**config.mk**
```make
export PLATFORM = sky130hd
export DESIGN_NAME = rsp_return_stack
export DESIGN_NICKNAME = d
export VERILOG_FILES = /design/src/rsp_pkg.sv /design/src/rsp_stack_mem.sv /design/src/rsp_sticky_flag.sv /design/src/rsp_return_stack.sv
export VERILOG_INCLUDE_DIRS = /design/src
export SDC_FILE = /design/constraint.sdc
export NUM_CORES = 1
export LEC_CHECK = 0
export BUFFER_PORTS_ARGS = -buffer_cell sky130_fd_sc_hd__clkbuf_2
export CAP_MARGIN = 20
export CORE_ASPECT_RATIO = 1.5
export CORE_MARGIN = 10
export CORE_UTILIZATION = 25
export CTS_CLUSTER_DIAMETER = 60
export DETAILED_ROUTE_END_ITERATION = 8
export PLACE_DENSITY = 0.43
export SLEW_MARGIN = 15
export SYNTH_ARGS = -nofsm -noshare
export SYNTH_HDL_FRONTEND = slang
export SYNTH_SLANG_ARGS = --single-unit
```
**constraint.sdc**
```tcl
create_clock -name pclk -period 5.9 [get_ports pclk]
set_clock_uncertainty 0.05 [all_clocks]
set_input_delay 0.59 -clock pclk [delete_from_list [all_inputs] [get_ports pclk]]
set_output_delay 0.59 -clock pclk [all_outputs]
set_load 0.005 [all_outputs]
```
**src/rsp_consts.svh**
```systemverilog
`ifndef RSP_CONSTS_SVH
`define RSP_CONSTS_SVH

// ============================================================
// Register offsets (byte addresses)
`define RSP_OFS_STACK_PTR   12'h000
`define RSP_OFS_TOS         12'h004
`define RSP_OFS_CONFIG      12'h008
`define RSP_OFS_STATUS      12'h00c

// ============================================================
// Field positions
`define RSP_PTR_LSB         0
`define RSP_PTR_MSB         4
`define RSP_UNF_BIT         6
`define RSP_FUL_BIT         7
`define RSP_CFG_OVR_BIT     0
`define RSP_STS_RST_BIT     0

// ============================================================
// Sizes and values
`define RSP_PTR_W           5
`define RSP_PC_W            21
`define RSP_DEPTH           31
`define RSP_PTR_MAX         5'h1f
`define RSP_PTR_ZERO        5'h00
`define RSP_PC_STEP         21'h000002
`define RSP_PC_ZERO         21'h000000
`define RSP_OVR_EN_RST      1'b1
`define RSP_ADDR_W          12

`endif

```
**src/rsp_pkg.sv**
```systemverilog
`include "rsp_consts.svh"

package rsp_pkg;

  typedef logic [`RSP_PTR_W-1:0] rsp_ptr_type;
  typedef logic [`RSP_PC_W-1:0]  rsp_pc_type;

  typedef enum logic [2:0] {
    RSP_REG_PTR,
    RSP_REG_TOS,
    RSP_REG_CFG,
    RSP_REG_STS,
    RSP_REG_NONE
  } rsp_reg_type;

  typedef struct packed {
    rsp_ptr_type ptr;
    logic        ovr_en;
    logic        ovr_seen;
    logic [31:0] prdata;
    logic        pready;
    logic        pslverr;
    rsp_pc_type  pc_out;
    logic        pc_valid;
    logic        dev_reset;
  } rsp_top_state_type;

  typedef struct packed {
    logic [`RSP_DEPTH-1:0][`RSP_PC_W-1:0] entry;
  } rsp_mem_state_type;

  typedef struct packed {
    logic flag;
  } rsp_flag_state_type;

endpackage

```
**src/rsp_stack_mem.sv**
```systemverilog
`timescale 1ns/10ps

module rsp_stack_mem
  import rsp_pkg::*;
(
  input  wire logic        pclk,
  input  wire logic        presetn,
  input  wire logic        wr_en,
  input  wire rsp_ptr_type wr_ptr,
  input  wire rsp_pc_type  wr_data,
  input  wire rsp_ptr_type rd_ptr,
  output rsp_pc_type       rd_data
);

  rsp_mem_state_type st_r;
  rsp_mem_state_type st_nxt;

  // ============================================================
  // Pointer zero has no storage, entry index is pointer minus one
  always_comb begin
    st_nxt = st_r;
    if (wr_en && (wr_ptr != `RSP_PTR_ZERO)) begin
      st_nxt.entry[wr_ptr - 5'h01] = wr_data;
    end
    if (rd_ptr == `RSP_PTR_ZERO) begin
      rd_data = `RSP_PC_ZERO;
    end else begin
      rd_data = st_r.entry[rd_ptr - 5'h01];
    end
  end

  always_ff @(posedge pclk or negedge presetn) begin
    if (!presetn) begin
      st_r <= '0;
    end else begin
      st_r <= st_nxt;
    end
  end

endmodule // rsp_stack_mem

```
**src/rsp_sticky_flag.sv**
```systemverilog
`timescale 1ns/10ps

module rsp_sticky_flag
  import rsp_pkg::*;
(
  input  wire logic pclk,
  input  wire logic presetn,
  input  wire logic set_evt,
  input  wire logic clr_evt,
  output logic      flag
);

  rsp_flag_state_type st_r;
  rsp_flag_state_type st_nxt;

  // ============================================================
  // Set wins over clear; only power-on reset clears otherwise
  always_comb begin
    st_nxt = st_r;
    if (clr_evt) begin
      st_nxt.flag = 1'b0;
    end
    if (set_evt) begin
      st_nxt.flag = 1'b1;
    end
    flag = st_r.flag;
  end

  always_ff @(posedge pclk or negedge presetn) begin
    if (!presetn) begin
      st_r <= '0;
    end else begin
      st_r <= st_nxt;
    end
  end

endmodule // rsp_sticky_flag

```
**src/rsp_return_stack.sv**
```systemverilog
`timescale 1ns/10ps

module rsp_return_stack
  import rsp_pkg::*;
(
  input  wire logic        pclk,
  input  wire logic        presetn,
  input  wire logic        soft_reset,
  input  wire logic        psel,
  input  wire logic        penable,
  input  wire logic        pwrite,
  input  wire logic [11:0] paddr,
  input  wire logic [31:0] pwdata,
  output logic [31:0]      prdata,
  output logic             pready,
  output logic             pslverr,
  input  wire logic        push_req,
  input  wire logic        pop_req,
  input  wire rsp_pc_type  pc_in,
  output rsp_pc_type       pc_out,
  output logic             pc_valid,
  output logic             device_reset,
  output rsp_ptr_type      stack_pointer,
  output logic             stack_full_flag,
  output logic             stack_underflow_flag
);

  // ============================================================
  // Helpers
  function automatic rsp_reg_type rsp_decode(input logic [11:0] addr);
    unique case (addr)
      `RSP_OFS_STACK_PTR: rsp_decode = RSP_REG_PTR;
      `RSP_OFS_TOS:       rsp_decode = RSP_REG_TOS;
      `RSP_OFS_CONFIG:    rsp_decode = RSP_REG_CFG;
      `RSP_OFS_STATUS:    rsp_decode = RSP_REG_STS;
      default:            rsp_decode = RSP_REG_NONE;
    endcase
  endfunction

  function automatic rsp_ptr_type rsp_step(input rsp_ptr_type p, input logic up);
    if (up) begin
      rsp_step = (p == `RSP_PTR_MAX) ? p : p + 5'h01;
    end else begin
      rsp_step = (p == `RSP_PTR_ZERO) ? p : p - 5'h01;
    end
  endfunction

  // ============================================================
  // State and wires
  rsp_top_state_type st_r;
  rsp_top_state_type st_nxt;

  rsp_pc_type   mem_rd_data;
  logic         mem_wr_en;
  rsp_ptr_type  mem_wr_ptr;
  rsp_pc_type   mem_wr_data;
  logic         full_set;
  logic         full_clr;
  logic         unf_set;
  logic         unf_clr;
  logic         full_q;
  logic         unf_q;
  logic         apb_setup;
  logic         apb_write;
  rsp_reg_type  sel_reg;
  rsp_reg_type  acc_reg;
  rsp_ptr_type  ptr_up;

  // ============================================================
  // Storage and sticky flags
  rsp_stack_mem u_mem (
    .pclk    (pclk),
    .presetn (presetn),
    .wr_en   (mem_wr_en),
    .wr_ptr  (mem_wr_ptr),
    .wr_data (mem_wr_data),
    .rd_ptr  (st_r.ptr),
    .rd_data (mem_rd_data)
  );

  rsp_sticky_flag u_full (
    .pclk    (pclk),
    .presetn (presetn),
    .set_evt (full_set),
    .clr_evt (full_clr),
    .flag    (full_q)
  );

  rsp_sticky_flag u_unf (
    .pclk    (pclk),
    .presetn (presetn),
    .set_evt (unf_set),
    .clr_evt (unf_clr),
    .flag    (unf_q)
  );

  // ============================================================
  // Next state
  always_comb begin
    st_nxt      = st_r;
    mem_wr_en   = 1'b0;
    mem_wr_ptr  = st_r.ptr;
    mem_wr_data = pc_in;
    full_set    = 1'b0;
    full_clr    = 1'b0;
    unf_set     = 1'b0;
    unf_clr     = 1'b0;
    ptr_up      = rsp_step(st_r.ptr, 1'b1);
    apb_setup   = psel && !penable;
    apb_write   = psel && penable && pwrite && st_r.pready && !st_r.pslverr;
    sel_reg     = rsp_decode(paddr);
    acc_reg     = apb_write ? sel_reg : RSP_REG_NONE;

    st_nxt.pc_valid  = 1'b0;
    st_nxt.dev_reset = 1'b0;

    // APB setup: answer is prepared for the access edge
    if (apb_setup) begin
      st_nxt.pready  = 1'b1;
      st_nxt.pslverr = (sel_reg == RSP_REG_NONE);
      st_nxt.prdata  = 32'h0000_0000;
      unique case (sel_reg)
        RSP_REG_PTR: begin
          st_nxt.prdata[`RSP_PTR_MSB:`RSP_PTR_LSB] = st_r.ptr;
          st_nxt.prdata[`RSP_UNF_BIT] = unf_q;
          st_nxt.prdata[`RSP_FUL_BIT] = full_q;
        end
        RSP_REG_TOS: begin
          st_nxt.prdata[`RSP_PC_W-1:0] = mem_rd_data;
        end
        RSP_REG_CFG: begin
          st_nxt.prdata[`RSP_CFG_OVR_BIT] = st_r.ovr_en;
        end
        RSP_REG_STS: begin
          st_nxt.prdata[`RSP_STS_RST_BIT] = st_r.ovr_seen;
        end
        RSP_REG_NONE: begin
          st_nxt.prdata = 32'h0000_0000;
        end
      endcase
    end else if (psel && penable) begin
      st_nxt.pready  = 1'b0;
      st_nxt.pslverr = 1'b0;
    end

    // Software writes
    unique case (acc_reg)
      RSP_REG_PTR: begin
        st_nxt.ptr = pwdata[`RSP_PTR_MSB:`RSP_PTR_LSB];
        full_clr   = !pwdata[`RSP_FUL_BIT];
        unf_clr    = !pwdata[`RSP_UNF_BIT];
      end
      RSP_REG_TOS: begin
        mem_wr_en   = 1'b1;
        mem_wr_ptr  = st_r.ptr;
        mem_wr_data = pwdata[`RSP_PC_W-1:0];
      end
      RSP_REG_CFG: begin
        st_nxt.ovr_en = pwdata[`RSP_CFG_OVR_BIT];
      end
      RSP_REG_STS: begin
        if (pwdata[`RSP_STS_RST_BIT]) begin
          st_nxt.ovr_seen = 1'b0;
        end
      end
      RSP_REG_NONE: begin
        st_nxt.ovr_seen = st_r.ovr_seen;
      end
    endcase

    // Core push and pop; push has priority, core wins over software
    if (push_req) begin
      mem_wr_en  = 1'b1;
      mem_wr_ptr = ptr_up;
      st_nxt.ptr = ptr_up;
      if (ptr_up == `RSP_PTR_MAX) begin
        full_set = 1'b1;
        if (st_r.ovr_en) begin
          mem_wr_data      = pc_in + `RSP_PC_STEP;
          st_nxt.dev_reset = 1'b1;
          st_nxt.ovr_seen  = 1'b1;
          st_nxt.ptr       = `RSP_PTR_ZERO;
        end else begin
          mem_wr_data = pc_in;
          if (st_r.ptr == `RSP_PTR_MAX) begin
            mem_wr_ptr = `RSP_PTR_MAX;
          end
        end
      end
    end else if (pop_req) begin
      st_nxt.pc_valid = 1'b1;
      st_nxt.pc_out   = mem_rd_data;
      if (st_r.ptr == `RSP_PTR_ZERO) begin
        st_nxt.pc_out = `RSP_PC_ZERO;
        unf_set       = 1'b1;
      end
      st_nxt.ptr = rsp_step(st_r.ptr, 1'b0);
    end

    // Non power-on resets clear the pointer only
    if (soft_reset) begin
      st_nxt.ptr = `RSP_PTR_ZERO;
    end
  end

  // ============================================================
  // Registers
  always_ff @(posedge pclk or negedge presetn) begin
    if (!presetn) begin
      st_r        <= '0;
      st_r.ovr_en <= `RSP_OVR_EN_RST;
    end else begin
      st_r <= st_nxt;
    end
  end

  // ============================================================
  // Outputs
  assign prdata               = st_r.prdata;
  assign pready               = st_r.pready;
  assign pslverr              = st_r.pslverr;
  assign pc_out               = st_r.pc_out;
  assign pc_valid             = st_r.pc_valid;
  assign device_reset         = st_r.dev_reset;
  assign stack_pointer        = st_r.ptr;
  assign stack_full_flag      = full_q;
  assign stack_underflow_flag = unf_q;

endmodule // rsp_return_stack

```
==> impl_metrics.ini, run 1 <==
[outcome]
status = finished clean

[synthesis]
synth_top_family_by_area = multiplexers
yosysSeqAreaShare_pct = 52.2
synth-seq-cells = 706
synthAdderAreaFrac_pct = 0.185
syn_avg_cell_area_sq_um = 14.7
synthesis.area_sq_um = 33800
yosysUniqueCellTypes = 74
async_reset_ff_share_pct = 100
synth_compound_area_share_pct = 3.31
synth.mux.area_fraction_pct = 36.5
synth_warnings = 0
synth_xor_area_share_pct = 0.0777
ys.flop_type = dfrtp_1
synth_edf_count = 0
synth-simple-area-share_pct = 3.52
synthesis.instances = 2297

[final_layout]
multi_input_area_sq_um = 15000
regArea_sq_um = 17700
nets = 2382
synthToLayoutAreaGrowth_pct = 14.0
drive_above_1_share_pct = 50.5
fillers = 13500
stdcell_area_sq_um = 38600

[clock_network]
cts_tree = yes
cts_setup_buffers = 0
path_clk_slew_ns = 0.06
cts_buffers = 75
cts.sinks = 706
clk_path_buf_depth = 3
cts.htree.levels = 3
hold_buffers = 1
clock_latency_ns = 0.65
post_cts_resized = 0
root_buffer = clkbuf_16

[min_path]
hp-class = input pin to flop
hold_depth = 2
min_from = soft_reset

[placement]
port_buffers = 114
gp_congestion = 0.815
post_dp_cell_area_sq_um = 36100
hpwl_um = 64700
post-place-ws_ns = 1.27

[routing]
vias = 20000
ant_nets = 0
routedWlPerCell_um = 25.0
drc_errors = 0
drt_first_pass_iters = 5
drtIter0Drc = 1284
routed_wl_um = 103000
vias_per_cell = 4.86

[timing]
fmax_mhz = 215
relSlewSlack_pct = 20.0
setup_ws_ns = 1.24
rsz0062_at_grt = false
hold_violations = 0
fin_crit_sh_pct = 78.9
tightest_slew_ns = 1.19
fin_setup_tns_ns = 0
fin_hold_ws_ns = 0.128
period_needed_ns = 4.66
setup-violations-final = 0
timing.final.max_slew_violations = 0

[critical_path]
cp-start-kind = flop
path_class = flop to flop
cp-startpoint = stack_pointer[1]
worstSetupEndpointType = flop
crit_arrival_ns = 5.13
rr_startpoint = stack_pointer[1]
cp.required_ns = 6.37
r2r_cells = 10
worstPathMaxFanout = 14

[global_routing]
antenna_found_initial = 4
grt-ovfl-total = 0
grt_start_max_net_pins = 172
first_global_vias = 22100
grt_pass1_wl_um = 153000
grtUsageTotal_pct = 13.6

[power]
p_leak_nw = 17.4
vdd.ir_drop.worst_v = 0.000154
power_density_nw_per_um2 = 382
power_mw = 14.7

[floorplan]
core_area_sq_um = 135000
initial_core_util_pct = 25.1
io_pins = 137
die_h_um = 471
std_cell_rows = 165
die-area_sq_um = 151000
die_x_um = 320

[run]
cap_violations = 0
## Yosys cell counts, types with 3 or more instances
cell / instances / area (sq um)
and4_1: 6 / 52.6
ha_1: 5 / 62.6
o211a_1: 3 / 30.0
mux4_2: 185 / 4170
a22oi_1: 6 / 45.0
nand4_1: 16 / 100
o221a_2: 14 / 158
nand3_1: 37 / 185
a211oi_1: 3 / 22.5
buf_1: 21 / 78.8
nor2_1: 22 / 82.6
mux2_1: 15 / 169
buf_6: 3 / 33.8
a31oi_1: 3 / 18.8
mux2_4: 20 / 300
inv_1: 12 / 45.0
nor4_2: 7 / 87.6
mux2_2: 626 / 7050
a21oi_1: 47 / 235
a32oi_1: 3 / 26.3
a211o_1: 3 / 26.3
mux2i_1: 65 / 651
nor4_1: 9 / 56.3
o211ai_1: 4 / 30.0
buf_2: 95 / 475
a21o_1: 3 / 22.5
nor3_1: 12 / 60.1
o22ai_1: 3 / 18.8
and3_1: 9 / 56.3
buf_4: 61 / 458
dfrtp_1: 705 / 17600
clkbuf_1: 89 / 334
nand2_1: 77 / 289
o21ai_0: 51 / 255
or3_1: 7 / 43.8
## final timing paths
path                               endpoint  slack, ns
max                         u_mem.st_r[645]       1.24
min                        stack_pointer[0]       0.13
max reg2reg                 u_mem.st_r[645]       1.24
min reg2reg                      pc_out[15]       0.43
max in group asynchronous   u_mem.st_r[143]       3.83
min in group asynchronous   u_mem.st_r[362]       0.46
## metrics by stage
| step | utilization (%) | instances |
|---|---|---|
| 3_3_place_gp | 26.8 | 3978 |
| 5_1_grt | 28.7 | 4110 |
| 6_report | 28.7 | 4110 |
| 4_1_cts | 28.6 | 4108 |
| 3_5_place_dp | 26.8 | 3978 |
| 2_1_floorplan | - | 2307 |
## layout make-up
type	instances	area share, %
antenna	1	0.00649
clock buffer	107	5.72
multi-input combinational	1319	38.8
inverter	13	0.126
sequential	706	45.8
tap	1753	5.68
clock inverter	22	0.584
timing repair buffer	189	3.28
## routing by layer
metal  vias to the layer above  track usage [%]  share of wire (%)
li1                       8492                -                  -
met1                     10900             14.9                 38
met2                       388             26.0                 55
met3                       140             1.69                3.0
met4                         2             5.20                3.5
met5                         -                0              0.012
## worst max-delay path, stage by stage (launching register included)
cell and delay [ns]:
dfrtp_1 0.73, ha_1 0.53, nand4_4 0.25, ha_1 0.38
nand2_1 0.08, a211o_1 0.29, a31oi_1 0.57, nor2_1 0.31
nor4_4 0.72, buf_12 0.27, mux2_2 0.35
## cell usage in the layout (no fill, tap or decap), types with 14 or more instances in the layout
cell / count
clkbuf_2: 113
nand3_1: 33
clkbuf_16: 77
nand4_1: 16
buf_4: 65
nor2_1: 22
o221a_2: 14
dfrtp_1: 704
mux2i_1: 65
mux2_4: 20
o21ai_0: 50
nand2_1: 77
a21oi_1: 47
mux2_1: 15
clkbuf_8: 19
mux2_2: 626
mux4_2: 185
## power by group
group | internal, mW | total, mW | switching [mW]
sequential | 5.96 | 6.52 | 0.559
combinational | 1.80 | 3.47 | 1.67
clock | 2.74 | 4.74 | 2.00
## kinds of logic after synthesis
| logic type | after synthesis |
|---|---|
| muxes | 911 |
| DFF | 706 |
| buffers and inverters | 282 |
| and+or+nand+nor | 222 |
| AOI/OAI and AO/OA | 167 |
| adders and majority gates | 5 |
| xor gates and xnor gates | 3 |
| other | 1 |
## sequential cells by signal, indices dropped and copies added, names as in the netlist
signal and flops:
u_mem.st_r 651, u_unf.flag 1, pc_valid 1, u_full.flag 1, device_reset 1, pc_out 21, st_r 2, prdata 21
pslverr 1, pready 1, stack_pointer 5
Note: power is estimated with default switching activity, not from simulation.
==> inputs of run 2 (changes only) <==
--- a/config.mk
+++ b/config.mk
@@ -6,6 +6,7 @@
 export SDC_FILE = /design/constraint.sdc
 export NUM_CORES = 1
 export LEC_CHECK = 0
+export ABC_AREA = 1
 export BUFFER_PORTS_ARGS = -buffer_cell sky130_fd_sc_hd__clkbuf_2
 export CAP_MARGIN = 20
 export CORE_ASPECT_RATIO = 1.5
==> constraint.sdc (replaced) <==
create_clock -name pclk -period 4.3 [get_ports pclk]
set_clock_uncertainty 0.05 [all_clocks]
set_input_delay 0.43 -clock pclk [delete_from_list [all_inputs] [get_ports pclk]]
set_output_delay 0.43 -clock pclk [all_outputs]
set_load 0.005 [all_outputs]
==> run 2 against run 1 <==
Combinational power grew 97%. Sequential cell count is the same. Maximum frequency is 17% higher. Wire length is 28% higher. Critical path depth grew 4. Power is 57% higher. Global-route usage rose by 2.9 points. First-iteration DRC count increased by 100%. Critical path type unchanged.
==> impl_metrics.ini, run 2 <==
[floorplan]
die_x_um = 326
std_cell_rows = 168
die-area_sq_um = 156000
io_pins = 137
core_area_sq_um = 140000
initial_core_util_pct = 25.1
die_h_um = 478

[clock_network]
clock_latency_ns = 0.67
path_clk_slew_ns = 0.07
cts_tree = yes
cts.sinks = 706
cts_buffers = 71
cts.htree.levels = 3
root_buffer = clkbuf_16
clk_path_buf_depth = 3

[critical_path]
path_class = flop to flop
worst_path_max_delay_cell = nor2_4
worstPathMaxFanout = 32
path_cells = ha_1 > nand4_2 > ha_1 > a21boi_0 > nand2_1 > nor2_1 > nand3_1 > a21oi_4 > nand4_1 > nand3_2 > nor2_4 > buf_4 > nand3_1 > nand2_1
crit_buf_inv = 1
cp.required_ns = 4.84
max_stage_delay_ns = 0.63
cp_top_family = simple AND/OR/NAND/NOR gates
crit_arrival_ns = 4.52
worstSetupEndpointType = flop
cp-start-kind = flop

[outcome]
status = finished clean

[power]
power_mw = 23.1
vdd.ir_drop.worst_v = 0.000340
power_density_nw_per_um2 = 578
p_leak_nw = 19.3

[synthesis]
synthesis.instances = 4555
synth_common_cells = nand2_1, dfrtp_1, nand3_1
ys.flop_type = dfrtp_1
synth_warnings = 0
synthesis.area_sq_um = 35000
synth_edf_count = 0
yosysUniqueCellTypes = 44
synth-seq-cells = 706
yosysSeqAreaShare_pct = 50.4
yosysTopAreaCell = dfrtp_1
syn_avg_cell_area_sq_um = 7.69
yosysMostFrequentCell = nand2_1
async_reset_ff_share_pct = 100
synth_area_leaders = dfrtp_1, nand2_1, nand3_1
synth_top_area_share_pct = 50.4

[routing]
vias_per_cell = 4.79
routed_wl_um = 132000
drtIter0Drc = 2574
vias = 30700
drc_errors = 0
routedWlPerCell_um = 20.6
drt_first_pass_iters = 8
ant_nets = 0

[timing]
setup-violations-final = 0
fin_crit_sh_pct = 92.6
fmax_mhz = 251
rsz0062_at_grt = false
relSlewSlack_pct = 30.7
period_needed_ns = 3.98
tightest_slew_ns = 1.04
timing.final.max_slew_violations = 0
fin_setup_tns_ns = 0
hold_violations = 0

[final_layout]
regMostFlops = u_mem.st_r
largest_register_ff_count = 651
stdcell_count = 6395
stdcell_area_sq_um = 40000
fillers = 15300
synthToLayoutAreaGrowth_pct = 14.1
regArea_sq_um = 17700
drive_above_1_share_pct = 10.1
final_cell_mix = nand2_1, dfrtp_1, nand3_1
nets = 4548
multi_input_area_sq_um = 15000
layout_commonest_cell = nand2_1

[min_path]
hp-class = input pin to flop

[run]
cap_violations = 0

[global_routing]
grt_pass1_wl_um = 200000
grt_start_max_net_pins = 164
antenna_found_initial = 3
grt-ovfl-total = 0
first_global_vias = 30200
grtUsageTotal_pct = 16.5

[placement]
post_dp_cell_area_sq_um = 37400
gp_congestion = 0.835
port_buffers = 114
hpwl_um = 83300
dp.cells = 6257
[run 2: worst register-to-register path, cell delays in order (launching register included)]
cell and delay (ns):
dfrtp_4 0.52, ha_1 0.27, nand4_2 0.19, ha_1 0.34
a21boi_0 0.13, nand2_1 0.09, nor2_1 0.04, nand3_1 0.16
a21oi_4 0.14, nand4_1 0.18, nand3_2 0.32, nor2_4 0.64
buf_4 0.56, nand3_1 0.16, nand2_1 0.09
[run 2: path summary, 6_finish.rpt]
path                                  start         endpoint  slack [ns]  cells after the start
setup / recovery           stack_pointer[0]  u_mem.st_r[475]        0.32                     14
hold reg to reg             u_mem.st_r[527]  u_mem.st_r[527]        0.42                      2
hold / removal                      penable        prdata[2]         0.1                      4
setup reg to reg           stack_pointer[0]  u_mem.st_r[475]        0.32                     14
min in group asynchronous           presetn  u_mem.st_r[363]        0.36                      2
max in group asynchronous           presetn    u_mem.st_r[7]        2.61                      3
[run 2: power by group]
group	leakage, nW	switching, mW	internal (mW)
clock network	1.19	2.89	3.72
logic	8.82	4.59	2.24
registers	9.33	1.01	8.64
[run 2: logic make-up after synthesis]
kind of cell	after synthesis	share of synthesized area, %
other cells	1	0.0107
simple gates	2523	29.6
xor+xnor	17	0.425
fa+ha+maj	5	0.179
buf+inv	576	7.28
mux	2	0.0572
flops	706	50.4
compound gates	725	12.0
[run 2: final cells by class]
type | instances | share of cell area (%)
Sequential cell | 706 | 44.2
Timing Repair Buffer | 266 | 4.90
Antenna cell | 1 | 0.00626
Clock inverter | 29 | 0.764
Tap cell | 1870 | 5.86
Clock buffer | 98 | 5.24
Multi-Input combinational cell | 3285 | 37.7
Inverter | 140 | 1.35
[run 2: timing repair]
| action | 4_1_cts | 5_1_grt |
|---|---|---|
| setup endpoints to repair | 0 | 55 |
| endpoints found under the hold margin | 71 | 0 |
| buffers inserted | 0 | 3 |
| resized for setup | 0 | 3 |
| hold buffers | 4 | 0 |
[run 2: through the flow]
stage	util, %	setup slack [ns]	hold slack, ns
4_1_cts	28.6	0.165	0.0361
6_report	28.6	0.318	0.0952
2_1_floorplan	-	0.883	0.0844
3_3_place_gp	26.8	0.155	0.399
5_1_grt	28.6	0.0462	0.110
3_5_place_dp	26.8	0.185	0.403
[run 2: layer usage]
metal | part of all wire (%) | vias up | global-route usage, %
li1 | - | 14700 | -
met5 | 0.0098 | - | 0
met3 | 4.0 | 169 | 2.20
met4 | 2.7 | 2 | 4.95
met2 | 51 | 689 | 29.6
met1 | 42 | 15100 | 20.3
==> inputs of run 3 (changes only) <==
--- a/config.mk
+++ b/config.mk
@@ -18,4 +18,5 @@
 export SLEW_MARGIN = 15
 export SYNTH_ARGS = -nofsm -noshare
 export SYNTH_HDL_FRONTEND = slang
+export SYNTH_HIERARCHICAL = 1
 export SYNTH_SLANG_ARGS = --single-unit
==> run 3 against run 2 <==
Worst setup slack worse by 0.050 ns. Via count down 0.52%. Combinational power up 17%. Clock-buffer cell count up 11. Non-clock buffer count up 17. Maximum frequency down 1.2%. Final area up 1.3%. Sequential power up 7%. Wire length up 4.2%. Global-route usage up 0.83 points.
==> impl_metrics.ini, run 3 <==
[outcome]
status = finished clean

[routing]
vias = 30500
vias_per_cell = 4.73
drt_first_pass_iters = 5
drc_errors = 0
drtIter0Drc = 2619
ant_nets = 0
routedWlPerCell_um = 21.3
routed_wl_um = 138000

[power]
p_switching_mw = 9.44
power_frac_comb_pct = 32.1
switching_share_pct = 37.9
p_seq_share_pct = 41.3
power_density_nw_per_um2 = 616
cellInternalPower_mw = 15.5
p_leak_nw = 19.0
vdd.ir_drop.worst_v = 0.000279
power_frac_clock_pct = 26.6
power_mw = 24.9

[placement]
hpwl_um = 89500
post_dp_cell_area_sq_um = 38000
port_buffers = 114
gp_congestion = 0.849
dp.cells = 6314

[critical_path]
path_class = flop to flop
crit_arrival_ns = 4.57
worstSetupEndpointType = flop
cp.required_ns = 4.84
cp_top_family = simple AND/OR/NAND/NOR gates
max_stage_delay_ns = 0.56
worst_path_max_delay_cell = nor2_4
path_cells = ha_1 > nand4_4 > ha_1 > inv_1 > a21oi_1 > nand2_1 > nor2_4 > nand4_1 > nand3_1 > o21ai_0 > o21ai_1 > nand4_1 > buf_4 > nor2_4 > buf_4 > nor2_1 > a21oi_1
worstPathMaxFanout = 24
crit_buf_inv = 3
cp-start-kind = flop

[final_layout]
largest_register_ff_count = 651
final_cell_mix = nand2_1, o21ai_0, dfrtp_1
synthToLayoutAreaGrowth_pct = 15.8
regMostFlops = u_mem/st_r
drive_above_1_share_pct = 10.2
stdcell_count = 6453
nets = 4603
stdcell_area_sq_um = 40500
layout_commonest_cell = nand2_1
fillers = 15200

[clock_network]
clock_latency_ns = 0.68
cts.htree.levels = 3
path_clk_slew_ns = 0.06
clk_path_buf_depth = 3
cts_tree = yes
root_buffer = clkbuf_16
cts_setup_buffers = 0
cts.sinks = 706
cts_buffers = 73

[synthesis]
synth-seq-cells = 706
yosysTopAreaCell = dfrtp_1
synth_top_area_share_pct = 50.5
yosysUniqueCellTypes = 37
yosysSeqAreaShare_pct = 50.6
yosysMostFrequentCell = nand2_1
ys.flop_type = dfrtp_1
synthesis.instances = 4586
synth_edf_count = 0
synth_warnings = 6
syn_avg_cell_area_sq_um = 7.62
async_reset_ff_share_pct = 100
synth_common_cells = nand2_1, o21ai_0, dfrtp_1
synthesis.area_sq_um = 34900
synth_area_leaders = dfrtp_1, nand2_1, o21ai_0

[timing]
tightest_slew_ns = 1.05
fin_setup_tns_ns = 0
hold_violations = 0
relSlewSlack_pct = 29.8
fin_crit_sh_pct = 93.8
period_needed_ns = 4.03
setup-violations-final = 0
timing.final.max_slew_violations = 0
rsz0062_at_grt = true
fmax_mhz = 248

[floorplan]
std_cell_rows = 168
die_h_um = 478
core_area_sq_um = 139000
initial_core_util_pct = 25.1
io_pins = 137
die-area_sq_um = 155000
die_x_um = 325

[global_routing]
grtUsageTotal_pct = 17.3
grt_pass1_wl_um = 206000
grt_start_max_net_pins = 181
antenna_found_initial = 1
first_global_vias = 30100
grt-ovfl-total = 0

[min_path]
hp-class = input pin to flop

[run]
cap_violations = 0
[run 3: changes by cell type in the layout (fill, tap and decap cells not counted), sizes merged, moves of 40 or more]
cell / change
o21ai: +440
nand2: -513
a21oi: +132
inv: +233
nor2: +40
nand3: -166
[run 3: power groups by stage]
| stage | logic, mW | registers, mW | clock network (mW) |
|---|---|---|---|
| floorplan | 5.03 | 10.1 | 0 |
| global placement | 7.90 | 10.3 | 0 |
| detailed placement | 8.00 | 10.4 | 0 |
| CTS | 8.05 | 10.3 | 6.84 |
| global route | 8.99 | 10.6 | 7.08 |
| finish | 8.00 | 10.3 | 6.64 |
[run 3: worst register-to-register path, delay by kind of cell (launching register included)]
kind                       cells  cell delay, ns
AOI/OAI and AO/OA              4            0.70
buffers and inverters          3            0.71
adders and majority gates      2            0.63
and+or+nand+nor                8            1.41
DFF                            1            0.44
[run 3: path summary, 6_finish.rpt]
path	slack [ns]	cells after the start	endpoint	start
min in group asynchronous	0.30	2	u_mem/st_r[72]	presetn
max in group asynchronous	2.74	3	u_mem/st_r[364]	presetn
worst min register to register	0.42	2	u_mem/st_r[287]	u_mem/st_r[287]
worst max-delay path	0.27	17	u_mem/st_r[582]	stack_pointer[0]
worst min-delay path	0.07	5	u_unf/flag	pwdata[6]
worst max register to register	0.27	17	u_mem/st_r[582]	stack_pointer[0]
[run 3: per-layer routing]
| metal | part of all wire [%] | global-route usage [%] | vias to the layer above |
|---|---|---|---|
| li1 | - | - | 14600 |
| met2 | 51 | 31.0 | 767 |
| met3 | 4.1 | 1.91 | 190 |
| met1 | 40 | 20.7 | 14900 |
| met4 | 4.3 | 7.70 | 0 |
| met5 | 0 | 0 | - |
[run 3: area by class of cell]
| class | count | area (sq um) | share of cell area, % |
|---|---|---|---|
| clock inverters | 23 | 223 | 0.550 |
| multi-input cells | 3087 | 14200 | 35.1 |
| repair inverters | 1 | 7.51 | 0.0185 |
| clock buffers | 109 | 2180 | 5.40 |
| well taps | 1870 | 2340 | 5.78 |
| repair buffers | 283 | 2410 | 5.96 |
| diodes | 1 | 2.50 | 0.00618 |
| flip-flops and latches | 706 | 17700 | 43.7 |
| inverters | 373 | 1410 | 3.49 |
[run 3: logic make-up (layout without fill, tap and decap cells)]
logic type / after synthesis / in the layout / synth area share, %
AND/OR/NAND/NOR: 1880 / 1880 / 22.2
AO/OA/AOI/OAI: 1175 / 1175 / 17.1
buffers and inverters: 803 / 789 / 9.56
flip-flops: 706 / 706 / 50.6
XOR/XNOR: 16 / 16 / 0.401
adder cells (fa/ha/maj): 5 / 5 / 0.179
other: 1 / 12 / 0.0107
[run 3: repair_timing]
item,in CTS,in global routing
hold buffers,4,0
endpoints found under the setup margin,0,84
resized for setup,0,9
endpoints found under the hold margin,70,0
[run 3: stage by stage]
step | util [%] | hold WS [ns] | worst slack, ns
after floorplan | - | 0.0844 | 0.974
final | 29.0 | 0.0657 | 0.267
after global routing | 29.0 | 0.0960 | -0.0126
after detailed placement | 27.2 | 0.408 | 0.221
after CTS | 29.0 | 0.0463 | 0.213
after global placement | 27.2 | 0.406 | 0.250
